==> src/include/sadc_pkg.sv <==
// Shared constants, types and register layout of the converter sequencer.
package sadc_pkg;

////////////////////////////////////////////////////////////////////////////////
// Register byte offsets on the bus.
localparam logic [7:0] OFF_CTRL1 = 8'h00;
localparam logic [7:0] OFF_CTRL2 = 8'h04;
localparam logic [7:0] OFF_CTRL3 = 8'h08;
localparam logic [7:0] OFF_INSEL = 8'h0C;
localparam logic [7:0] OFF_SCAN  = 8'h10;
localparam logic [7:0] OFF_STAT  = 8'h14;
localparam logic [1:0] RES_PAGE  = 2'h1;   // Results at 0x40..0x7C.

// Field positions.
localparam int unsigned B_ON    = 15;
localparam int unsigned B_OUTPUT_FORMAT_SEL  = 8;
localparam int unsigned B_TRIGGER_SOURCE_SEL  = 5;
localparam int unsigned B_AUTO_SAMPLE_ENABLE  = 2;
localparam int unsigned B_SAMPLE_HOLD_CMD  = 1;
localparam int unsigned B_DONE  = 0;
localparam int unsigned B_SCAN_MUX_A_ENABLE = 10;
localparam int unsigned B_HALF  = 7;
localparam int unsigned B_SAMPLES_PER_IRQ  = 2;
localparam int unsigned B_SPLIT_BUFFER_MODE  = 1;
localparam int unsigned B_ALTERNATE_MUX_SELECT  = 0;
localparam int unsigned B_AUTO_SAMPLE_CLOCKS  = 8;
localparam int unsigned B_RC_CLOCK_SELECT  = 7;
localparam int unsigned B_CONV_CLOCK_DIVIDER  = 0;
localparam int unsigned B_CHA   = 0;
localparam int unsigned B_CHB   = 8;
localparam int unsigned B_IRQ   = 0;

////////////////////////////////////////////////////////////////////////////////
// Timing, trigger and format codes.
localparam logic [4:0] CONV_LAST = 5'h0D;  // Fourteen periods: counts 0 to 13.
localparam logic [3:0] NUM_PINS  = 4'hD;   // Inputs 13 to 15 have no pin.
localparam logic [2:0] TRIG_MANUAL = 3'h0;
localparam logic [2:0] TRIG_EXT    = 3'h1;
localparam logic [2:0] TRIG_TIMER  = 3'h2;
localparam logic [2:0] TRIG_AUTO   = 3'h7;
localparam logic [1:0] FMT_INT   = 2'h0;
localparam logic [1:0] FMT_SINT  = 2'h1;
localparam logic [1:0] FMT_FRAC  = 2'h2;
localparam logic [1:0] FMT_SFRAC = 2'h3;

typedef enum logic [2:0] {
    ST_IDLE   = 3'b001,
    ST_SAMPLE = 3'b010,
    ST_CONV   = 3'b100
} sadc_state_t;

typedef struct packed {
    logic        converter_on;
    logic [1:0]  output_format_sel;
    logic [2:0]  trigger_source_sel;
    logic        auto_sample_enable;
    logic        sample_hold_cmd;
    logic        done;
    logic        scan_mux_a_enable;
    logic [3:0]  samples_per_irq;
    logic        split_buffer_mode;
    logic        alternate_mux_select;
    logic [4:0]  auto_sample_clocks;
    logic        rc_clock_select;
    logic [5:0]  conv_clock_divider;
    logic [3:0]  mux_a_channel;
    logic [3:0]  mux_b_channel;
    logic [15:0] scan_select;
    logic        conv_irq_flag;
} sadc_cfg_t;

localparam sadc_cfg_t CFG_RST = '0;

typedef struct packed {
    logic        en;
    logic [3:0]  addr;
    logic [11:0] data;
} sadc_wr_t;

typedef struct packed {
    logic       rc_s1;
    logic       rc_s2;
    logic       rc_s3;
    logic [5:0] cnt;
    logic       tick;
} sadc_div_t;

endpackage

==> src/hw/sadc_clkdiv.sv <==
// Conversion clock period generator: divided system clock or synchronised RC clock.
`timescale 1ns/1ps
module sadc_clkdiv #(
    parameter int unsigned DIVW = 6
) (
    input  wire logic            clk_i,
    input  wire logic            rst_i,
    input  wire logic            run_i,
    input  wire logic [DIVW-1:0] div_i,
    input  wire logic            rc_sel_i,
    input  wire logic            rc_clk_i,
    output logic                 tick_o
);
    if (DIVW != 6) $error("sadc_clkdiv: divider field must be six bits");

    sadc_pkg::sadc_div_t r;
    sadc_pkg::sadc_div_t n;

    // One system clock is half an instruction cycle, so the period is divider+1 clocks.
    always_comb begin
        n       = r;
        n.rc_s1 = rc_clk_i;
        n.rc_s2 = r.rc_s1;
        n.rc_s3 = r.rc_s2;
        n.tick  = 1'b0;
        if (!run_i) begin
            n.cnt = '0;
        end else if (rc_sel_i) begin
            n.cnt  = '0;
            n.tick = r.rc_s2 & ~r.rc_s3;
        end else if (r.cnt == div_i) begin
            n.cnt  = '0;
            n.tick = 1'b1;
        end else begin
            n.cnt = r.cnt + 6'h01;
        end
    end

    always_ff @(posedge clk_i) begin
        if (rst_i) begin
            r <= '0;
        end else begin
            r <= n;
        end
    end

    assign tick_o = r.tick;
endmodule // sadc_clkdiv

==> src/hw/sadc_result_store.sv <==
// Sixteen-word, twelve-bit result store with a formatted read port.
`timescale 1ns/1ps
module sadc_result_store #(
    parameter int unsigned DEPTH = 16,
    parameter int unsigned W     = 12
) (
    input  wire logic              clk_i,
    input  wire sadc_pkg::sadc_wr_t wr_i,
    input  wire logic [3:0]        rd_addr_i,
    input  wire logic [1:0]        output_format_sel_i,
    output logic [15:0]            rd_data_o
);
    if (DEPTH != 16 || W != 12) $error("sadc_result_store: only 16 x 12 is served");

    logic [W-1:0] mem [DEPTH];

    // Results are kept unformatted, so the read format may change at any time.
    function automatic logic [15:0] fmt(input logic [11:0] d, input logic [1:0] f);
        case (f)
            sadc_pkg::FMT_INT:  fmt = {4'h0, d};
            sadc_pkg::FMT_SINT: fmt = {{4{d[11]}}, d};
            default:            fmt = {d, 4'h0};
        endcase
    endfunction

    // Only the sequencer writes; no bus path reaches this port.
    always_ff @(posedge clk_i) begin
        if (wr_i.en) begin
            mem[wr_i.addr] <= wr_i.data;
        end
    end

    assign rd_data_o = fmt(mem[rd_addr_i], output_format_sel_i);
endmodule // sadc_result_store

==> src/hw/sadc_top.sv <==
// Sequencer and Wishbone register file of the twelve-bit SAR converter.
// Operation
// - Sixteen twelve-bit result words, software cannot write.
// - Results read as sixteen bits, four codes, three formats.
// - Setting sample command starts acquisition.
// - Store each result; flag after chosen sample count.
// - Samples-per-interrupt field sets one to sixteen.
// - Split mode fills halves alternately per interrupt.
// - Alternate clear: every sample from group A.
// - Alternate set: groups A and B alternate.
// - Scan steps group A over selected inputs.
// - Scan ascends, restarts per interrupt, excess unused.
// - Inputs 13 to 15 convert as zero.
// - Manual trigger: clearing sample command converts.
// - Auto trigger: convert after sample clock count.
// - Triggers 1 and 2: external event or timer; codes 3 to 6 never convert.
// - Turning off aborts conversion, halts sequencing.
// - Aborted conversion leaves result store unchanged.
// - Turning off beats a same-cycle auto start.
// - A conversion takes fourteen conversion periods.
// - Period is half-cycles times divider plus one.
// - RC select clocks converter from RC oscillator.
// - Off means sequencer logic idle and disabled.
// - Format selects read view; stored data right-justified.
`timescale 1ns/1ps
module sadc_top (
    input  wire logic        clk_i,
    input  wire logic        rst_i,
    input  wire logic        cyc_i,
    input  wire logic        stb_i,
    input  wire logic        we_i,
    input  wire logic [7:0]  adr_i,
    input  wire logic [3:0]  sel_i,
    input  wire logic [31:0] dat_i,
    output logic [31:0]      dat_o,
    output logic             ack_o,
    input  wire logic        rc_clk_i,
    input  wire logic        ext_trig_i,
    input  wire logic        timer_trig_i,
    input  wire logic [11:0] sar_data_i,
    output logic             sample_o,
    output logic [3:0]       channel_o,
    output logic             convert_o,
    output logic             done_o
);
    typedef struct packed {
        sadc_pkg::sadc_cfg_t   cfg;
        sadc_pkg::sadc_state_t st;
        logic [4:0]            cnt;
        logic [3:0]            smp_cnt;
        logic [4:0]            scan_idx;
        logic                  alt_phase;
        logic                  half;
        logic [3:0]            ch;
        logic                  ext_s1;
        logic                  ext_s2;
        logic                  ext_s3;
        logic                  ack;
        logic [15:0]           dat;
        logic                  sampling;
        logic                  converting;
        sadc_pkg::sadc_wr_t    wr;
    } sadc_top_t;

    sadc_top_t   r;
    sadc_top_t   n;
    logic        tick;
    logic [15:0] res_rd;

    ////////////////////////////////////////////////////////////////////////////
    // Helpers.
    function automatic logic [15:0] merge16(input logic [15:0] old_v,
                                            input logic [15:0] new_v,
                                            input logic [1:0]  sel);
        merge16[7:0]  = sel[0] ? new_v[7:0] : old_v[7:0];
        merge16[15:8] = sel[1] ? new_v[15:8] : old_v[15:8];
    endfunction

    // Lowest selected input at or above the start; wraps if the tail is empty.
    function automatic logic [3:0] scan_pick(input logic [15:0] m,
                                             input logic [4:0]  from,
                                             input logic [3:0]  dflt);
        logic found;
        found     = 1'b0;
        scan_pick = dflt;
        for (int i = 15; i >= 0; i--) begin
            if (m[i] && i >= int'(from)) begin
                scan_pick = 4'(i);
                found     = 1'b1;
            end
        end
        if (!found) begin
            for (int i = 15; i >= 0; i--) begin
                if (m[i]) begin
                    scan_pick = 4'(i);
                end
            end
        end
    endfunction

    ////////////////////////////////////////////////////////////////////////////
    // Submodules.
    sadc_clkdiv #(.DIVW(6)) u_div (
        .clk_i    (clk_i),
        .rst_i    (rst_i),
        .run_i    (r.cfg.converter_on),
        .div_i    (r.cfg.conv_clock_divider),
        .rc_sel_i (r.cfg.rc_clock_select),
        .rc_clk_i (rc_clk_i),
        .tick_o   (tick)
    );

    sadc_result_store #(.DEPTH(16), .W(12)) u_store (
        .clk_i     (clk_i),
        .wr_i      (r.wr),
        .rd_addr_i (adr_i[5:2]),
        .output_format_sel_i    (r.cfg.output_format_sel),
        .rd_data_o (res_rd)
    );

    ////////////////////////////////////////////////////////////////////////////
    // Next-state logic.
    always_comb begin
        logic [15:0] c1;
        logic [15:0] c2;
        logic [15:0] c3;
        logic [15:0] ins;
        logic [15:0] v;
        logic        req;
        logic        ext_edge;
        logic        go;
        logic        start;
        logic [3:0]  pick;
        c1       = '0;
        c2       = '0;
        c3       = '0;
        ins      = '0;
        v        = '0;
        go       = 1'b0;
        start    = 1'b0;
        pick     = '0;
        n        = r;
        n.ack    = 1'b0;
        n.wr     = '0;
        n.ext_s1 = ext_trig_i;
        n.ext_s2 = r.ext_s1;
        n.ext_s3 = r.ext_s2;
        ext_edge = r.ext_s2 & ~r.ext_s3;
        req      = cyc_i & stb_i & ~r.ack;

        c1[sadc_pkg::B_ON]        = r.cfg.converter_on;
        c1[sadc_pkg::B_OUTPUT_FORMAT_SEL+:2]   = r.cfg.output_format_sel;
        c1[sadc_pkg::B_TRIGGER_SOURCE_SEL+:3]   = r.cfg.trigger_source_sel;
        c1[sadc_pkg::B_AUTO_SAMPLE_ENABLE]      = r.cfg.auto_sample_enable;
        c1[sadc_pkg::B_SAMPLE_HOLD_CMD]      = r.cfg.sample_hold_cmd;
        c1[sadc_pkg::B_DONE]      = r.cfg.done;
        c2[sadc_pkg::B_SCAN_MUX_A_ENABLE]     = r.cfg.scan_mux_a_enable;
        c2[sadc_pkg::B_HALF]      = r.half;
        c2[sadc_pkg::B_SAMPLES_PER_IRQ+:4]   = r.cfg.samples_per_irq;
        c2[sadc_pkg::B_SPLIT_BUFFER_MODE]      = r.cfg.split_buffer_mode;
        c2[sadc_pkg::B_ALTERNATE_MUX_SELECT]      = r.cfg.alternate_mux_select;
        c3[sadc_pkg::B_AUTO_SAMPLE_CLOCKS+:5]   = r.cfg.auto_sample_clocks;
        c3[sadc_pkg::B_RC_CLOCK_SELECT]      = r.cfg.rc_clock_select;
        c3[sadc_pkg::B_CONV_CLOCK_DIVIDER+:6]   = r.cfg.conv_clock_divider;
        ins[sadc_pkg::B_CHA+:4]   = r.cfg.mux_a_channel;
        ins[sadc_pkg::B_CHB+:4]   = r.cfg.mux_b_channel;

        // Registered ack: one wait state, and unmapped addresses read zero.
        if (req) begin
            n.ack = 1'b1;
            n.dat = '0;
            if (adr_i[7:6] == sadc_pkg::RES_PAGE) begin
                n.dat = res_rd;
            end else if (adr_i == sadc_pkg::OFF_CTRL1) begin
                n.dat = c1;
                if (we_i) begin
                    v = merge16(c1, dat_i[15:0], sel_i[1:0]);
                    n.cfg.converter_on       = v[sadc_pkg::B_ON];
                    n.cfg.output_format_sel  = v[sadc_pkg::B_OUTPUT_FORMAT_SEL+:2];
                    n.cfg.trigger_source_sel = v[sadc_pkg::B_TRIGGER_SOURCE_SEL+:3];
                    n.cfg.auto_sample_enable = v[sadc_pkg::B_AUTO_SAMPLE_ENABLE];
                    n.cfg.sample_hold_cmd    = v[sadc_pkg::B_SAMPLE_HOLD_CMD];
                end
            end else if (adr_i == sadc_pkg::OFF_CTRL2) begin
                n.dat = c2;
                if (we_i) begin
                    v = merge16(c2, dat_i[15:0], sel_i[1:0]);
                    n.cfg.scan_mux_a_enable    = v[sadc_pkg::B_SCAN_MUX_A_ENABLE];
                    n.cfg.samples_per_irq      = v[sadc_pkg::B_SAMPLES_PER_IRQ+:4];
                    n.cfg.split_buffer_mode    = v[sadc_pkg::B_SPLIT_BUFFER_MODE];
                    n.cfg.alternate_mux_select = v[sadc_pkg::B_ALTERNATE_MUX_SELECT];
                end
            end else if (adr_i == sadc_pkg::OFF_CTRL3) begin
                n.dat = c3;
                if (we_i) begin
                    v = merge16(c3, dat_i[15:0], sel_i[1:0]);
                    n.cfg.auto_sample_clocks = v[sadc_pkg::B_AUTO_SAMPLE_CLOCKS+:5];
                    n.cfg.rc_clock_select    = v[sadc_pkg::B_RC_CLOCK_SELECT];
                    n.cfg.conv_clock_divider = v[sadc_pkg::B_CONV_CLOCK_DIVIDER+:6];
                end
            end else if (adr_i == sadc_pkg::OFF_INSEL) begin
                n.dat = ins;
                if (we_i) begin
                    v = merge16(ins, dat_i[15:0], sel_i[1:0]);
                    n.cfg.mux_a_channel = v[sadc_pkg::B_CHA+:4];
                    n.cfg.mux_b_channel = v[sadc_pkg::B_CHB+:4];
                end
            end else if (adr_i == sadc_pkg::OFF_SCAN) begin
                n.dat = r.cfg.scan_select;
                if (we_i) begin
                    n.cfg.scan_select = merge16(r.cfg.scan_select, dat_i[15:0], sel_i[1:0]);
                end
            end else if (adr_i == sadc_pkg::OFF_STAT) begin
                n.dat[sadc_pkg::B_IRQ] = r.cfg.conv_irq_flag;
                if (we_i && sel_i[0] && dat_i[sadc_pkg::B_IRQ]) begin
                    n.cfg.conv_irq_flag = 1'b0;
                end
            end
        end

        // Sequencer runs after the bus so a hardware set beats a software clear.
        if (!n.cfg.converter_on) begin
            n.st        = sadc_pkg::ST_IDLE;
            n.cnt       = '0;
            n.smp_cnt   = '0;
            n.scan_idx  = '0;
            n.alt_phase = 1'b0;
        end else begin
            case (r.st)
                sadc_pkg::ST_IDLE: begin
                    start = n.cfg.sample_hold_cmd;
                end
                sadc_pkg::ST_SAMPLE: begin
                    case (r.cfg.trigger_source_sel)
                        sadc_pkg::TRIG_MANUAL: go = !n.cfg.sample_hold_cmd;
                        sadc_pkg::TRIG_AUTO:   go = tick && (r.cnt + 5'h01 >=
                                                   r.cfg.auto_sample_clocks);
                        sadc_pkg::TRIG_EXT:    go = ext_edge;
                        sadc_pkg::TRIG_TIMER:  go = timer_trig_i;
                        default:               go = 1'b0;
                    endcase
                    if (go) begin
                        n.st                  = sadc_pkg::ST_CONV;
                        n.cnt                 = '0;
                        n.cfg.sample_hold_cmd = 1'b0;
                    end else if (tick) begin
                        n.cnt = r.cnt + 5'h01;
                    end
                end
                sadc_pkg::ST_CONV: begin
                    if (tick && r.cnt == sadc_pkg::CONV_LAST) begin
                        n.wr.en   = 1'b1;
                        n.wr.addr = r.cfg.split_buffer_mode ?
                                    {r.half, r.smp_cnt[2:0]} : r.smp_cnt;
                        // Stored right-justified; missing pins read zero.
                        n.wr.data = (r.ch >= sadc_pkg::NUM_PINS) ? 12'h000
                                                                 : sar_data_i;
                        if (r.smp_cnt == r.cfg.samples_per_irq) begin
                            n.smp_cnt           = '0;
                            n.cfg.done          = 1'b1;
                            n.cfg.conv_irq_flag = 1'b1;
                            n.scan_idx          = '0;
                            n.half = r.cfg.split_buffer_mode ? ~r.half : 1'b0;
                        end else begin
                            n.smp_cnt = r.smp_cnt + 4'h1;
                        end
                        if (r.cfg.auto_sample_enable) begin
                            n.cfg.sample_hold_cmd = 1'b1;
                            start                 = 1'b1;
                        end else begin
                            n.st = sadc_pkg::ST_IDLE;
                        end
                    end else if (tick) begin
                        n.cnt = r.cnt + 5'h01;
                    end
                end
                default: begin
                    n.st = sadc_pkg::ST_IDLE;
                end
            endcase
        end

        // Inputs are chosen once per acquisition; a re-arm that ends a group keeps done set.
        if (start) begin
            n.st       = sadc_pkg::ST_SAMPLE;
            n.cnt      = '0;
            n.cfg.done = n.wr.en && r.smp_cnt == r.cfg.samples_per_irq;
            if (r.cfg.alternate_mux_select && r.alt_phase) begin
                n.ch = r.cfg.mux_b_channel;
            end else if (r.cfg.scan_mux_a_enable && r.cfg.scan_select != 16'h0000) begin
                pick       = scan_pick(r.cfg.scan_select, n.scan_idx,
                                       r.cfg.mux_a_channel);
                n.ch       = pick;
                n.scan_idx = {1'b0, pick} + 5'h01;
            end else begin
                n.ch = r.cfg.mux_a_channel;
            end
            n.alt_phase = r.cfg.alternate_mux_select & ~r.alt_phase;
        end

        n.sampling   = (n.st == sadc_pkg::ST_SAMPLE);
        n.converting = (n.st == sadc_pkg::ST_CONV);
    end

    always_ff @(posedge clk_i) begin
        if (rst_i) begin
            r     <= '0;
            r.cfg <= sadc_pkg::CFG_RST;
            r.st  <= sadc_pkg::ST_IDLE;
        end else begin
            r <= n;
        end
    end

    assign dat_o     = {16'h0000, r.dat};
    assign ack_o     = r.ack;
    assign sample_o  = r.sampling;
    assign channel_o = r.ch;
    assign convert_o = r.converting;
    assign done_o    = r.cfg.done;

    ////////////////////////////////////////////////////////////////////////////
    // Checks.
    logic [4:0] h_ticks;
    always_ff @(posedge clk_i) begin
        if (rst_i || r.st != sadc_pkg::ST_CONV) begin
            h_ticks <= '0;
        end else if (tick) begin
            h_ticks <= h_ticks + 5'h01;
        end
    end
endmodule // sadc_top

==> config.mk <==
export PLATFORM = sky130hd
export DESIGN_NAME = sadc_top
export DESIGN_NICKNAME = d
export VERILOG_FILES = /design/src/include/sadc_pkg.sv /design/src/hw/sadc_clkdiv.sv /design/src/hw/sadc_result_store.sv /design/src/hw/sadc_top.sv
export SDC_FILE = /design/constraint.sdc
export NUM_CORES = 1
export LEC_CHECK = 0
export ABC_AREA = 1
export BUFFER_PORTS_ARGS = -buffer_cell sky130_fd_sc_hd__buf_2
export CORE_UTILIZATION = 25
export CTS_BUF_LIST = sky130_fd_sc_hd__clkbuf_4
export DETAILED_ROUTE_END_ITERATION = 8
export HOLD_SLACK_MARGIN = 0.12
export SLEW_MARGIN = 40
export SYNTH_ARGS = -nofsm -noshare
export SYNTH_HDL_FRONTEND = slang
export SYNTH_SLANG_ARGS = --single-unit
==> constraint.sdc <==
create_clock -name clk_i -period 7.4 [get_ports clk_i]
set_clock_uncertainty 0.2 [all_clocks]
set_input_delay 0.37 -clock clk_i [delete_from_list [all_inputs] [get_ports clk_i]]
set_output_delay 0.37 -clock clk_i [all_outputs]
set_load 0.02 [all_outputs]
======== Word-level counts from Yosys, hierarchy flattened ========
Memories as Yosys holds them, arrays and structs flattened.
Index checks and enable logic that the tools add are counted.
storage, ports and cells
  flip-flop bits (word level) ............. 125
  latch bits .............................. 0
  memory bits (writable) .................. 192
  ROM bits ................................ 0
  output and inout bits ................... 40
  memories kept ........................... 1
memory list
  name         depth  width  read ports  clocked after Yosys merged registers in  write ports  RTL line                 text
  u_store.mem  16     12     1           0                                        1            sadc_result_store.sv:15  logic [W-1:0] mem [DEPTH];
cells by class
  $add $sub $neg .......................... 4
  multiply operators ...................... 0
  div/mod/pow operators ................... 0
  order comparisons ....................... 18
  equal/unequal tests ..................... 20
  shift-type cells ........................ 0
  multiplexer cells ....................... 128
  bitwise logic cells ..................... 19
  reductions and logical operators ........ 53
operators with widths
  operator                                                          count
  2-to-1 mux 4 bit                                                  41
  2-to-1 mux 17 bit                                                 5
  2-to-1 mux 16 bit                                                 5
  2-to-1 mux 8 bit                                                  7
  2-to-1 mux 1 bit                                                  49
  greater-or-equal comparator 4 x 5 -> 1 bit, first input constant  8
  one-hot mux 16 bit (2 select lines)                               1
  2-to-1 mux 5 bit                                                  6
  logical AND 1 bit                                                 23
  greater-or-equal comparator 3 x 5 -> 1 bit, first input constant  4
  2-to-1 mux 9 bit                                                  2
  AND reduction 9 bit                                               2
  == test 8 x 4 -> 1 bit, second input constant                     2
  == test 8 x 5 -> 1 bit, second input constant                     2
  AND reduction 8 bit                                               2
  nonzero test 16 bit                                               1
  2-to-1 mux 15 bit                                                 1
  inverter 1 bit                                                    14
  AND reduction 7 bit                                               2
  2-to-1 mux 12 bit                                                 1
  AND reduction 6 bit                                               2
  greater-or-equal comparator 1 x 5 -> 1 bit, first input constant  2
  greater-or-equal comparator 2 x 5 -> 1 bit, first input constant  2
  one-hot mux 5 bit (2 select lines)                                1
  35 further kinds                                                  57

======== Depth between registers and ports, before layout ========
Gate-level depths: netlist (run 1).
  word-level depth ........................ 57
  mapped depth ............................ 47

======== Cells and area by module ========
Synthesis (run 1) repeated with hierarchy kept, for this count alone.
second synthesis, totals
  cells, all modules ...................... 1767
  area, all modules ....................... 15011.9 um^2
by module, submodules not included
  module             times used  cells each  area each (um^2)  seq. area each (um^2)
  sadc_result_store  1           835         8439.3            5765.5
  sadc_top           1           860         6087.1            2302.2
  sadc_clkdiv        1           72          485.5             200.2

======== Least setup slack after synthesis (run 1) ========
Ideal clock, no wire load.
  path kind ............................... reg-to-reg
  start point ............................. register r[54] (netlist bit)
  end point ............................... register r[47] (netlist bit)
  arrival ................................. 3.250 ns
  data required time ...................... 7.085 ns
  path slack .............................. 3.835 ns
  cell stages (with the launch flop) ...... 45
  path buffers ............................ 0
  path through ............................ dfxtp_1 ha_1 nand3_1 nor2_2 nand2_2 nor2_4 inv_2 nand3_4 nand2_4 nand2_1 nand2_2 nand2_1 nand2_1 nand2_1 nand2_1 nand2_1 nand2_1 nand2_1 [9 not listed] nand2_1 nand2_1 nand2_1 nand2_1 nand2_1 nand2_1 nand2_1 nand2_1 nand2_1 nand2_1 nand2_1 nand2_1 nand2_1 nand2_2 ha_1 xor2_1 o21ai_0 inv_1
between the ends
  cells in the longest elaborated chain, start to end .. 47
  elaborated cells between the ends (all ways) .. 99
RTL lines
  element                                     RTL line         text
  start, declared                             sadc_top.sv:65   sadc_top_t r;
  start signal, assigned                      sadc_top.sv:311  r <= n;
  == test 5 x 4 -> 1 bit (*)                  sadc_top.sv:251  if (tick && r.cnt == sadc_pkg::CONV_LAST) begin
  logical AND 1 bit (*)                       sadc_top.sv:251
  2-to-1 mux 9 bit                            sadc_top.sv:251
  2-to-1 mux 9 bit                            sadc_top.sv:229  case (r.st)
  2-to-1 mux 17 bit                           sadc_top.sv:222  if (!n.cfg.converter_on) begin
  greater-or-equal comparator 4 x 5 -> 1 bit  sadc_top.sv:87   if (m[i] && i >= int'(from)) begin
  logical AND 1 bit                           sadc_top.sv:87
  2-to-1 mux 4 bit (16 in series)             sadc_top.sv:87
  2-to-1 mux 4 bit (16 in series)             sadc_top.sv:94   if (m[i]) begin
  2-to-1 mux 4 bit                            sadc_top.sv:92   if (!found) begin
  2-to-1 mux 4 bit                            sadc_top.sv:290  end else if (r.cfg.scan_mux_a_enable && r.cfg.scan_select != 16'h0000) begin
  2-to-1 mux 4 bit                            sadc_top.sv:288  if (r.cfg.alternate_mux_select && r.alt_phase) begin
  2-to-1 mux 4 bit                            sadc_top.sv:284  if (start) begin
  adder 4 x 1 -> 5 bit                        sadc_top.sv:294  n.scan_idx = {1'b0, pick} + 5'h01;
  2-to-1 mux 5 bit                            sadc_top.sv:290
  2-to-1 mux 5 bit                            sadc_top.sv:288
  2-to-1 mux 6 bit (*)                        sadc_top.sv:284
Every way passes the cells marked *; elsewhere a longest branch is shown, timed or not. The select of a mux whose other input is x is not followed.
A chain may end at the register's enable or synchronous reset.

======== Worst setup path after layout (run 1) ========
  start point ............................. input port adr_i[0]
  end point ............................... register r[47] (netlist bit)
between the ends
  cells in the longest elaborated chain, start to end .. 47
  elaborated cells between the ends (all ways) .. 98
RTL lines
  element                                     RTL line         text
  start, declared                             sadc_top.sv:32   input wire logic [7:0] adr_i,
  zero test 8 bit (*)                         sadc_top.sv:174  end else if (adr_i == sadc_pkg::OFF_CTRL1) begin
  2-to-1 mux 8 bit (*)                        sadc_top.sv:174
  2-to-1 mux 8 bit (*)                        sadc_top.sv:172  if (adr_i[7:6] == sadc_pkg::RES_PAGE) begin
  2-to-1 mux 8 bit (*)                        sadc_top.sv:169  if (req) begin
  2-to-1 mux 17 bit                           sadc_top.sv:222
  greater-or-equal comparator 4 x 5 -> 1 bit  sadc_top.sv:87
  logical AND 1 bit                           sadc_top.sv:87
  2-to-1 mux 4 bit (16 in series)             sadc_top.sv:87
  2-to-1 mux 4 bit (16 in series)             sadc_top.sv:94
  2-to-1 mux 4 bit                            sadc_top.sv:92
  2-to-1 mux 4 bit                            sadc_top.sv:290
  2-to-1 mux 4 bit                            sadc_top.sv:288
  2-to-1 mux 4 bit                            sadc_top.sv:284
  adder 4 x 1 -> 5 bit                        sadc_top.sv:294
  2-to-1 mux 5 bit                            sadc_top.sv:290
  2-to-1 mux 5 bit                            sadc_top.sv:288
  2-to-1 mux 6 bit (*)                        sadc_top.sv:284
Marks and branches as above.

==> results of run 1 <==
[cells in the mapped netlist (2+ instances only)]
master	number	area (um2)
a211oi_1	26	195
a21oi_1	96	480
a221oi_1	7	61.3
a22oi_1	84	631
a311o_1	6	60.1
a31oi_1	13	81.3
buf_1	2	7.51
buf_4	36	270
clkbuf_1	43	161
clkinv_1	2	7.51
dfxtp_1	125	2500
edfxtp_1	192	5770
ha_1	10	125
inv_1	151	567
inv_2	7	26.3
nand2_1	183	687
nand2_2	7	43.8
nand2_4	5	56.3
nand3_1	47	235
nand3_4	3	52.6
nand3b_1	3	22.5
nand4_1	13	81.3
nor2_1	140	526
nor2_2	3	18.8
nor2_4	2	22.5
nor2_8	2	40.0
nor3_1	19	95.1
nor3b_1	2	15.0
nor4_1	7	43.8
o2111ai_1	2	17.5
o211ai_1	14	105
o21ai_0	57	285
o21ai_1	3	15.0
o221ai_1	4	35.0
o22ai_1	12	75.1
or2_2	2	12.5
or3b_2	6	52.6
xnor2_1	2	17.5
xor2_1	9	78.8
[worst max-delay path: cells and delay by family]
kind / cells / cell delay (ns)
compound gates: 2 / 0.26
xor+xnor: 1 / 0.16
fa+ha+maj: 1 / 0.22
buf+inv: 4 / 1.38
simple gates: 37 / 2.97
[power by group]
| part | internal [uW] | switching (uW) |
|---|---|---|
| Sequential | 1860 | 2.99 |
| Clock | 763 | 707 |
| Combinational | 70.5 | 126 |
[final cells by class]
cell class              instances  share of cell area, %
flip-flops and latches        317                   50.6
repair buffers                151                   6.80
well taps                     696                   5.33
multi-input cells             817                   27.4
clock inverters                23                  0.812
diodes                          1                 0.0153
clock buffers                 117                   5.38
inverters                     160                   3.68
[what timing repair did]
action,in CTS,in global routing
setup buffers,0,0
hold buffers,59,1
resized for setup,0,0
endpoints found under the hold margin,93,1
[metrics by stage]
stage	utilization [%]	total power, uW	area (um2)
6_report	30.3	3530	16300
5_1_grt	30.3	3680	16300
4_1_cts	30.3	3570	16300
3_5_place_dp	27.3	2070	14700
3_3_place_gp	27.3	2070	14700
2_1_floorplan	-	2010	13700
[metal layers]
metal / vias up / GRT usage, %
met3: 81 / 3.77
met4: 2 / 6.20
met2: 414 / 21.7
met5: - / 0
li1: 5125 / -
met1: 5107 / 18.7
[sequential cells by signal, indices dropped and copies added, names as in the netlist, 2 cells and up]
name         cells
n                2
channel_o        4
dat_o           16
u_div.r          7
u_store.mem    192
r               89
u_div.n          2
[cell families (layout without fill, tap and decap cells)]
family	count (synthesis)	in the layout	synth area share (%)
AND/OR/NAND/NOR	449	449	15.0
AO/OA/AOI/OAI	331	331	15.3
flip-flops	317	317	60.4
buffers and inverters	241	451	7.59
XOR/XNOR	11	11	0.704
adder cells (fa/ha/maj)	10	10	0.914
other	1	17	0.0274
[final timing paths]
kind | cells after the start | from | to | slack [ns]
min reg2reg | 2 | n[37]$_SDFF_PP0_ | n[36]$_SDFF_PP0_ | 0.21
max reg2reg | 43 | ack_o$_SDFF_PP0_ | r[47]$_SDFF_PP0_ | 2.78
max | 45 | adr_i[0] | r[47]$_SDFF_PP0_ | 2.44
min | 6 | adr_i[1] | dat_o[4]$_SDFFE_PP0N_ | 0.17
==> summary by stage, run 1 <==
Clocking
The H-tree depth reported by CTS is 3. Clock-pin slew was measured on the worst setup and hold paths at 0.07 ns. The clock tree from TritonCTS is built. The clock root buffer is clkbuf_4.

The number of buffers between clock root and the deepest sink is 3. The clock latency at the later pin of the worst-skew pair is 0.77 ns. The number of sinks handled by clock tree synthesis is 317. The clock buffer count from CTS is 79.

Final layout
The area of the multi-input gates is 4480 um2. The number of non-filler instances in the completed layout is 2282. Across the whole layout, storage elements account for 8270 um2.

In the final design database the tool counted 1600 nets. The area growth from synthesis to final layout is 19.3%. The number of fillers in the final layout is 5550.

Of the cells placed in the final design, the portion with a size suffix greater than 1 is 16.7%. The library cell used most frequently in the layout, excluding fill and tap cells, is edfxtp_1. In the layout the commonest cells are 192 x edfxtp_1, 183 x nand2_1, 151 x inv_1.

Route
The DRC marker count from the first detailed-route iteration is 832. For this run, the detailed router's first-pass iteration total came to 6. After detailed routing, the total wire length is 39.8 mm. For this run, design rule violations remaining after detail routing come to 0. The total via count in the routed design is 10700. The total length of routed met3 wires is 3.06 mm. The final routed wire length divided by cell count is 17.4 um. After detailed routing, the met2 layer carries 17.5 mm of wire. After detailed routing, the number of vias per cell comes to 4.70. The uppermost signal routing layer after detailed routing is met5.

The detail route stage leaves a number of antenna-violating nets equal to 0. The length of routed wiring on met1 is 18.0 mm.

STA
The clock period minus final worst setup slack is 4.96 ns. Static timing analysis puts the maximum clock frequency at 202 MHz. Dividing the final minimum period by the clock period gives 67.0%. Setup repair after global routing left no endpoint under its margin. The transition time at the pin with the least slew margin is 0.762 ns. The count of final setup violators is 0. The post-route worst setup slack is 2.44 ns. The relative slew slack is 49.0%. The final hold violation count is 0. The final max-slew violation count came to 0. The aggregate negative setup slack is 0 ns. The worst-case hold slack is 0.170 ns.

Critical path
The cell seen most often among critical-path stages is nand2_1. The largest fanout on the critical path is 13. The largest incremental delay on the critical path is 0.68 ns.

The endpoint arrival time on the critical path is 5.39 ns. The kind of start point of the critical path is a primary input. The data required time of the worst path is 7.83 ns.

The cell with the biggest individual delay on the critical path is dlygate4sd3_1. By startpoint and endpoint, the worst setup path is classified as in2reg. STA classifies the critical path endpoint as a register.

Power
The power density of the placed cells is 216 nW/um2. The worst-case vdd ir drop is 0.0000794 V. The reported leakage power is 0.00581 uW.

Synthesis
Counting flops with an async set or reset pin after synthesis yields a share of 0%. The per-instance average area after synthesis is 10.1 um2. The number of synthesized register bits is 317. Counting distinct cell types in the post-synthesis netlist gives 52. The part of the Yosys area used for sequential elements is 60.4%.

The area of the mapped netlist is 13700 um2. The number of synthesis warnings is 0. The main flop type after synthesis is edfxtp_1. Synthesis produced a netlist whose cell count is 1360. Yosys mapped a number of flops with a built-in enable equal to 192.

Placement
The number of cells in the design after placement is 2081. After legalization and detailed placement, the total HPWL measured 26.6 mm. The congestion estimate from routability-driven global placement came to 0.895.

The count of port buffers added during placement is 69. At the placement stage, the worst setup path has a slack of 2.51 ns.

Floorplanning
For this configuration, the core starts out at a cell density of 25.4%. The floorplan step set the die width to 236 um. The core region is 53900 um2.

The die covers 55700 um2. The number of placement rows is 85. From bottom edge to top edge, the die measures 236 um. The total I/O pin count is 104.

Global route
Summed over all layers, the global routing overflow is 0. The total track usage is 14.2%. The first global-routing pass estimated 60.1 mm of wire.

The pin count of the biggest net entering global routing is 52. The number of antenna violations at the first check in global routing is 2. The number of global-route vias before repair is 10400.

Min path
The class of the worst hold path is in2reg.

Job
The tool flagged a number of max-cap violations equal to 0.

Status
The run finished with clean final reports.
(Power assumes the default switching activity.)
==> inputs of run 2 (changes only) <==
Settings changed: ABC_AREA 1 to 0.
Clock period 7.4 ns to 5 ns, I/O delays scaled along.
==> run 2 against run 1 <==
Design area grew 5.9%. Flip-flop and latch count unchanged. Highest routed layer is now met4. Worst hold slack got worse by 0.021 ns. Clock power is 52% higher. First-iteration DRC count is 21% higher. Count of clock-buffer cells in the layout shrank 3. Die area grew 3.6%. Setup slack got worse by 2.3 ns. Synthesized area is 3.6% higher. Sequential share of layout area down 2.8 points.
==> summary by stage, run 2 <==
Final layout
The number of non-filler instances in the completed layout came to 2126 (-6.8%). The number of fillers in the final layout is 5663 (+2.0%). The number of nets in the final layout is 1395 (-13%). The final instance area is 17300 um2 (+5.9%). The proportion of layout cells with a drive suffix above 1 is 24.0% (+7.3 points). u_store.mem holds more flip-flops than any other register.

The library cell used most frequently in the layout, excluding fill and tap cells, is edfxtp_1. From synthesis to final layout, the design area changed by 21.9%. Leaving out fill and tap cells, the most frequent cells in the layout are 192 x edfxtp_1, 125 x dfxtp_1, 114 x clkbuf_4. The area of the multi-input gates came to 5480 um2 (+22%). The flip-flop count of the largest register after layout is 192 (unchanged). The area taken by flip-flops and latches was 8270 um2 (unchanged).

Route
The total via count in the routed design is 10300 (-4.2%). The final routed wire length divided by cell count is 20.0 um (+14%). The first-pass iteration count of the detailed router is 6 (unchanged). The detailed-route wire length was 42.5 mm (+6.6%). The number of design rule violations left after detail routing is 0 (unchanged). The DRC marker count from the first detailed-route iteration came to 1005 (+21%). The residual antenna-violating net count after detailed routing is 0 (unchanged).

The detail-routed via count per cell is 4.84 (+2.9%).

Synthesis
The post-synthesis cell type with the largest combined area is edfxtp_1. The async set-reset flop share out of synthesis is 0% (unchanged). The post-synthesis instance total is 1136 (-16%). The count of unique library cells instantiated by Yosys is 85 (+63%). The part of the Yosys area used for sequential elements is 58.3% (-2.1 points). The number of synthesized register bits is 317 (unchanged). The main flop type after synthesis is edfxtp_1. The dominant cell by count in the synthesized netlist is edfxtp_1. The per-instance average area after synthesis is 12.5 um2 (+24%).

The number of synthesized flops with an enable pin is 192 (unchanged). The number of synthesis warnings is 0 (unchanged). After synthesis, the cell types taking the most area are edfxtp_1 41%, dfxtp_1 18%, mux4_2 9.7%, nor2_1 2.7%, a21oi_1 2.5%.

The area of the mapped netlist is 14200 um2 (+3.6%). The commonest cells after synthesis are 192 x edfxtp_1, 125 x dfxtp_1, 101 x nor2_1. The proportion of netlist area held by the largest area contributor is 40.6% (-1.5 points).

STA
The count of final setup violators is 0 (unchanged). The smallest clock period supported by the final layout is computed as 4.83 ns. The final max-slew violation count is 0 (unchanged).

The relative slew slack came to 43.8% (-5.2 points). The transition time at the pin with the least slew margin is 0.842 ns (+0.0794 ns). The post-route worst setup slack is 0.174 ns (-2.27 ns). The aggregate negative setup slack is 0 ns (unchanged). The final hold violation count is 0 (unchanged). The maximum frequency from static timing analysis is 207 MHz. The part of the cycle the worst path needs is 96.5%. Setup repair after global routing left no endpoint under its margin.

Status
The run finished with clean final reports.

Clocking
The clock buffer count from CTS is 79 (unchanged). The H-tree depth reported by CTS was 3 (unchanged). The clock tree from TritonCTS is built. The post-CTS setup buffer count is 0 (unchanged).

The clock latency at the later pin of the worst-skew pair came to 0.75 ns (-0.02 ns). The number of buffers between clock root and the deepest sink is 3 (unchanged). The clock transition time at the flip-flop clock pins of the worst setup and hold paths is 0.07 ns (about the same). The number of sinks handled by clock tree synthesis is 317 (unchanged). The cell sitting at the root of the clock tree is a clkbuf_4.

Floorplanning
The vertical die dimension is 240 um (+1.8%). The number of placement rows is 86 (+1.2%). The standard cell core area is 55600 um2 (+3.2%). The overall die area is 57700 um2 (+3.6%). The total I/O pin count is 104 (unchanged).

The effective utilization at floorplan was 25.5% (+0.12 points). The width of the die is 240 um (+1.8%).

Placement
The count of port buffers added during placement is 69 (unchanged). The minimum setup slack after placement is 0.840 ns (-1.66 ns). The routability congestion estimate is 0.924 (+3.3%).

The placement-stage cell area is 15300 um2 (+4.0%). The HPWL reported at the end of detailed placement was 28.3 mm (+6.5%). The number of cells in the design after placement is 1893 (-9.0%).

Min path
The class of the worst hold path is in2reg.

Global route
The total track usage came to 14.7% (+0.55 points). The number of antenna violations at the first check in global routing is 2 (unchanged). The number of global-route vias before repair was 10100 (-2.8%). The pin count of the biggest net entering global routing is 58 (+12%). The wire length of the first global-routing pass is 62.5 mm (+4.0%). The residual overflow from global routing came to 0 (unchanged).

Critical path
The kind of start point of the critical path is a primary input. The data required time of the worst path is 5.44 ns (-2.39 ns). The worst setup path is captured at a register. The endpoint arrival time on the critical path was 5.27 ns (-0.12 ns). The worst setup path is of the in2reg kind. The largest fanout on the critical path is 16 (+3).

Power
The reported leakage power is 0.00532 uW (-8.4%). The worst-case vdd ir drop is 0.000150 V (+89%). The power density of the placed cells is 301 nW/um2 (+40%). The overall power came to 5210 uW (+48%).

Job
The count of maximum capacitance violations came to 0 (unchanged).
==> run 2: cell families after synthesis <==
logic type      share of synthesized area [%]
compound gates                           10.3
xor+xnor                                 1.30
fa+ha+maj                               0.882
buf+inv                                  4.44
flops                                    58.3
mux                                      12.0
other cells                            0.0264
simple gates                             12.7
==> run 2: repair_timing <==
| action | 4_1_cts | 5_1_grt |
|---|---|---|
| hold buffers | 95 | 0 |
| setup endpoints to repair | 0 | 1 |
| gates resized for setup | 0 | 3 |
| endpoints found under the hold margin | 100 | 0 |
==> run 2: layout make-up <==
class	count	share of cell area [%]
sequential	317	47.8
multi-input combinational	709	31.7
timing repair buffer	189	8.69
tap	748	5.41
clock buffer	114	4.95
clock inverter	23	0.904
inverter	25	0.542
antenna	1	0.0145
==> run 2: per-layer routing <==
metal	part of all wire, %	GRT usage [%]
met1	43	19.1
met2	48	24.3
met3	6.9	3.16
met4	2.2	4.63
met5	0	0
==> run 2: final timing paths <==
| path | slack [ns] | cells after the start | startpoint | endpoint |
|---|---|---|---|---|
| worst max-delay path | 0.17 | 17 | adr_i[7] | r[49]$_SDFF_PP0_ |
| worst min-delay path | 0.15 | 5 | adr_i[6] | r[77]$_SDFFE_PP0P_ |
| worst max register to register | 0.39 | 14 | ack_o$_SDFF_PP0_ | r[49]$_SDFF_PP0_ |
| worst min register to register | 0.23 | 1 | n[37]$_SDFF_PP0_ | n[36]$_SDFF_PP0_ |
==> run 2: where the power goes <==
part	switching [uW]	leakage, uW	internal (uW)
clock	1070	0.000600	1160
sequential	9.51	0.00233	2750
combinational	127	0.00239	97.4
==> run 2: critical path: stages <==
cell and delay [ns]:
dlygate4sd3_1 0.54, buf_2 0.14, nor4_2 0.27, dlygate4sd3_1 0.59, and2_2 0.24, dlygate4sd3_1 0.63, buf_4 0.24, and3_4 0.25
o21ai_2 0.10, a211o_1 0.32, or2_1 0.26, or4_4 0.54, a21oi_2 0.20, ha_1 0.21, nand3_1 0.06, or2_2 0.29
a21oi_1 0.12
==> run 2: through the flow <==
step           utilization, %  hold slack (ns)
2_1_floorplan               -            0.172
3_3_place_gp             27.4            0.228
3_5_place_dp             27.5            0.234
4_1_cts                  31.1            0.129
5_1_grt                  31.1            0.152
6_report                 31.1            0.149
==> inputs of run 3 (changes only) <==
Settings changed: BUFFER_PORTS_ARGS -buffer_cell sky130_fd_sc_hd__buf_2 to default, DONT_BUFFER_PORTS from default to 1.
==> run 3 against run 2 <==
Core utilization decreased by 0.21 points. Wire length increased by 0.49%. Final cell count decreased by 2.3%. Non-clock buffer count decreased by 56. Sequential share of layout area increased by 0.32 points. Sequential power about the same. Count of clock-buffer cells in the layout increased by 8. Register-to-register slack got worse by 0.04 ns. Maximum frequency decreased by 0.34%. Die area unchanged. Design area decreased by 0.67%. Power decreased by 1.2%.
==> summary by stage, run 3 (same netlist as run 2, synthesis figures left out) <==
Status
The run finished with clean final reports.

Clocking
The hold buffer count at cts was 119 (+25%). The clock tree from TritonCTS is built. The root buffer cell chosen for the clock tree is clkbuf_4. The clock latency at the later pin of the worst-skew pair is 0.77 ns (+0.02 ns). The clock transition time at the flip-flop clock pins of the worst setup and hold paths is 0.07 ns (about the same). The number of sinks handled by clock tree synthesis was 317 (unchanged). The clock buffer count from CTS came to 80 (+1.3%). The quantity of gates resized following cts is 0 (unchanged). The H-tree depth reported by CTS is 3 (unchanged). The number of buffers between clock root and the deepest sink is 3 (unchanged). The post-CTS setup buffer count is 0 (unchanged).

Route
The total via count in the routed design was 10100 (-1.3%). The final routed wire length divided by cell count was 20.5 um (+2.8%). The number of design rule violations left after detail routing is 0 (unchanged). The residual antenna-violating net count after detailed routing is 0 (unchanged). The detail-routed via count per cell is 4.88 (+0.97%). The first-pass iteration count of the detailed router is 6 (unchanged). The DRC marker count from the first detailed-route iteration was 1044 (+3.9%). The detailed-route wire length is 42.7 mm (+0.49%).

STA
The aggregate negative setup slack is 0 ns (unchanged). The final hold violation count is 0 (unchanged). Setup repair after global routing left no endpoint under its margin. The transition time at the pin with the least slew margin was 0.842 ns (-0.000157 ns). The relative slew slack is 43.8% (about the same). The count of final setup violators is 0 (unchanged). The final max-slew violation count is 0 (unchanged). The part of the cycle the worst path needs is 96.9% (+0.33 points). The clock period minus final worst setup slack is 4.84 ns (+0.0166 ns). The maximum frequency from static timing analysis is 206 MHz (-0.34%).

Final layout
The area taken by flip-flops and latches is 8270 um2 (unchanged). The final instance area is 17200 um2 (-0.67%). Leaving out fill and tap cells, the most frequent cell in the layout is edfxtp_1. The library cells used most frequently in the layout, excluding fill and tap cells, are 192 x edfxtp_1, 125 x dfxtp_1, 122 x clkbuf_4.

The proportion of layout cells with a drive suffix above 1 is 19.7% (-4.2 points). The flip-flop count of the largest register after layout is 192 (unchanged). The area of the multi-input gates is 5500 um2 (+0.39%).

The number of fillers in the final layout came to 5584 (-1.4%). Ranked by flip-flop count, first place goes to u_store.mem. The area growth from synthesis to final layout is 21.1%.

The number of nets in the final layout came to 1340 (-3.9%).

Global route
The wire length of the first global-routing pass was 63.5 mm (+1.6%). The number of antenna violations at the first check in global routing came to 1 (-1). The residual overflow from global routing is 0 (unchanged). The pin count of the biggest net entering global routing was 90 (+55%).

The total track usage came to 15.0% (+0.26 points). The number of global-route vias before repair is 10100 (+0.52%).

Critical path
The signal on the critical path passes through dlygate4sd3_1 -> buf_16 -> nor4_2 -> and2_1 -> dlygate4sd3_1 -> buf_4 -> a21boi_1 -> o21ai_2 -> a211o_1 -> or2_1 -> or4_4 -> a21oi_1 -> ha_1 -> nand3_1 -> or2_2 -> a21oi_1. STA classifies the critical path endpoint as a register. The worst setup path is of the in2reg kind.

The largest fanout on the critical path was 39 (+23). The path length in cells of the critical path is 16 (-1). The largest incremental delay on the critical path came to 0.91 ns (+0.28 ns). The critical path buffer and inverter count is 4 (-1).

On the critical path, the stage with the largest delay is an instance of dlygate4sd3_1. The kind of start point of the critical path is a primary input. The length in cells of the worst reg-to-reg path is 14 (unchanged).

The family with the most delay on the worst path is buffers and inverters. The endpoint arrival time on the critical path came to 5.31 ns (+0.04 ns). The data required time of the worst path is 5.47 ns (+0.03 ns).

Floorplanning
The total I/O pin count is 104 (unchanged). The number of placement rows is 86 (unchanged). The width of the die is 240 um (unchanged). The vertical die dimension was 240 um (unchanged). The effective utilization at floorplan was 25.5% (unchanged). The overall die area is 57700 um2 (unchanged).

The standard cell core area is 55600 um2 (unchanged).

Power
The worst-case vdd ir drop was 0.000225 V (+50%). The power density of the placed cells came to 299 nW/um2 (-0.55%). The reported leakage power was 0.00512 uW (-3.8%).

Placement
The HPWL reported at the end of detailed placement is 27.3 mm (-3.7%). The placement-stage cell area is 14900 um2 (-2.6%). The routability congestion estimate is 0.906 (-2.0%). The count of port buffers added during placement is 0 (-100%).

Job
The count of maximum capacitance violations was 0 (unchanged).

Min path
The cell depth of the worst min-delay path came to 3 (-2). The class of the worst hold path is in2reg.
-- run 3: worst paths after layout --
| kind | startpoint | endpoint | slack (ns) |
|---|---|---|---|
| worst max-delay path | adr_i[3] | r[49]$_SDFF_PP0_ | 0.16 |
| worst min-delay path | dat_i[1] | r[64]$_SDFFE_PP0P_ | 0.19 |
| worst max register to register | ack_o$_SDFF_PP0_ | r[49]$_SDFF_PP0_ | 0.35 |
| worst min register to register | u_div.n[8]$_SDFF_PP0_ | u_div.n[7]$_SDFF_PP0_ | 0.24 |
-- run 3: tightest hold or removal path: stages --
cell and delay (ns):
dlygate4sd3_1 0.65, nand3_1 0.11, a21oi_1 0.06
-- run 3: power breakdown --
part           internal (uW)  total [uW]  switching [uW]
logic                   79.9         177            96.8
registers               2750        2770            21.5
clock network           1120        2200            1080
-- run 3: routing by layer --
layer | vias up | track usage [%] | part of all wire [%]
met3 | 61 | 4.57 | 8.1
met1 | 5040 | 18.7 | 42
met5 | - | 0 | 0
met2 | 446 | 24.5 | 48
met4 | 0 | 4.86 | 2.1
li1 | 4599 | - | -
-- run 3: layout make-up --
cell class	instances	area share (%)
Tap cell	748	5.45
Sequential cell	317	48.1
Timing Repair Buffer	133	7.89
Multi-Input combinational cell	709	32.0
Clock buffer	122	5.33
Antenna cell	2	0.0291
Inverter	25	0.546
Clock inverter	22	0.604
-- run 3: per-stage QoR --
stage,total power [uW],instances,hold WS [ns],setup WS [ns],util (%)
finish,5140,2078,0.194,0.157,30.9
global route,5350,2078,0.157,0.0165,30.9
CTS,5200,2075,0.133,0.112,30.9
detailed placement,2900,1812,0.136,0.819,26.8
global placement,2900,1810,0.133,0.903,26.6
floorplan,2940,1151,0.172,1.64,-
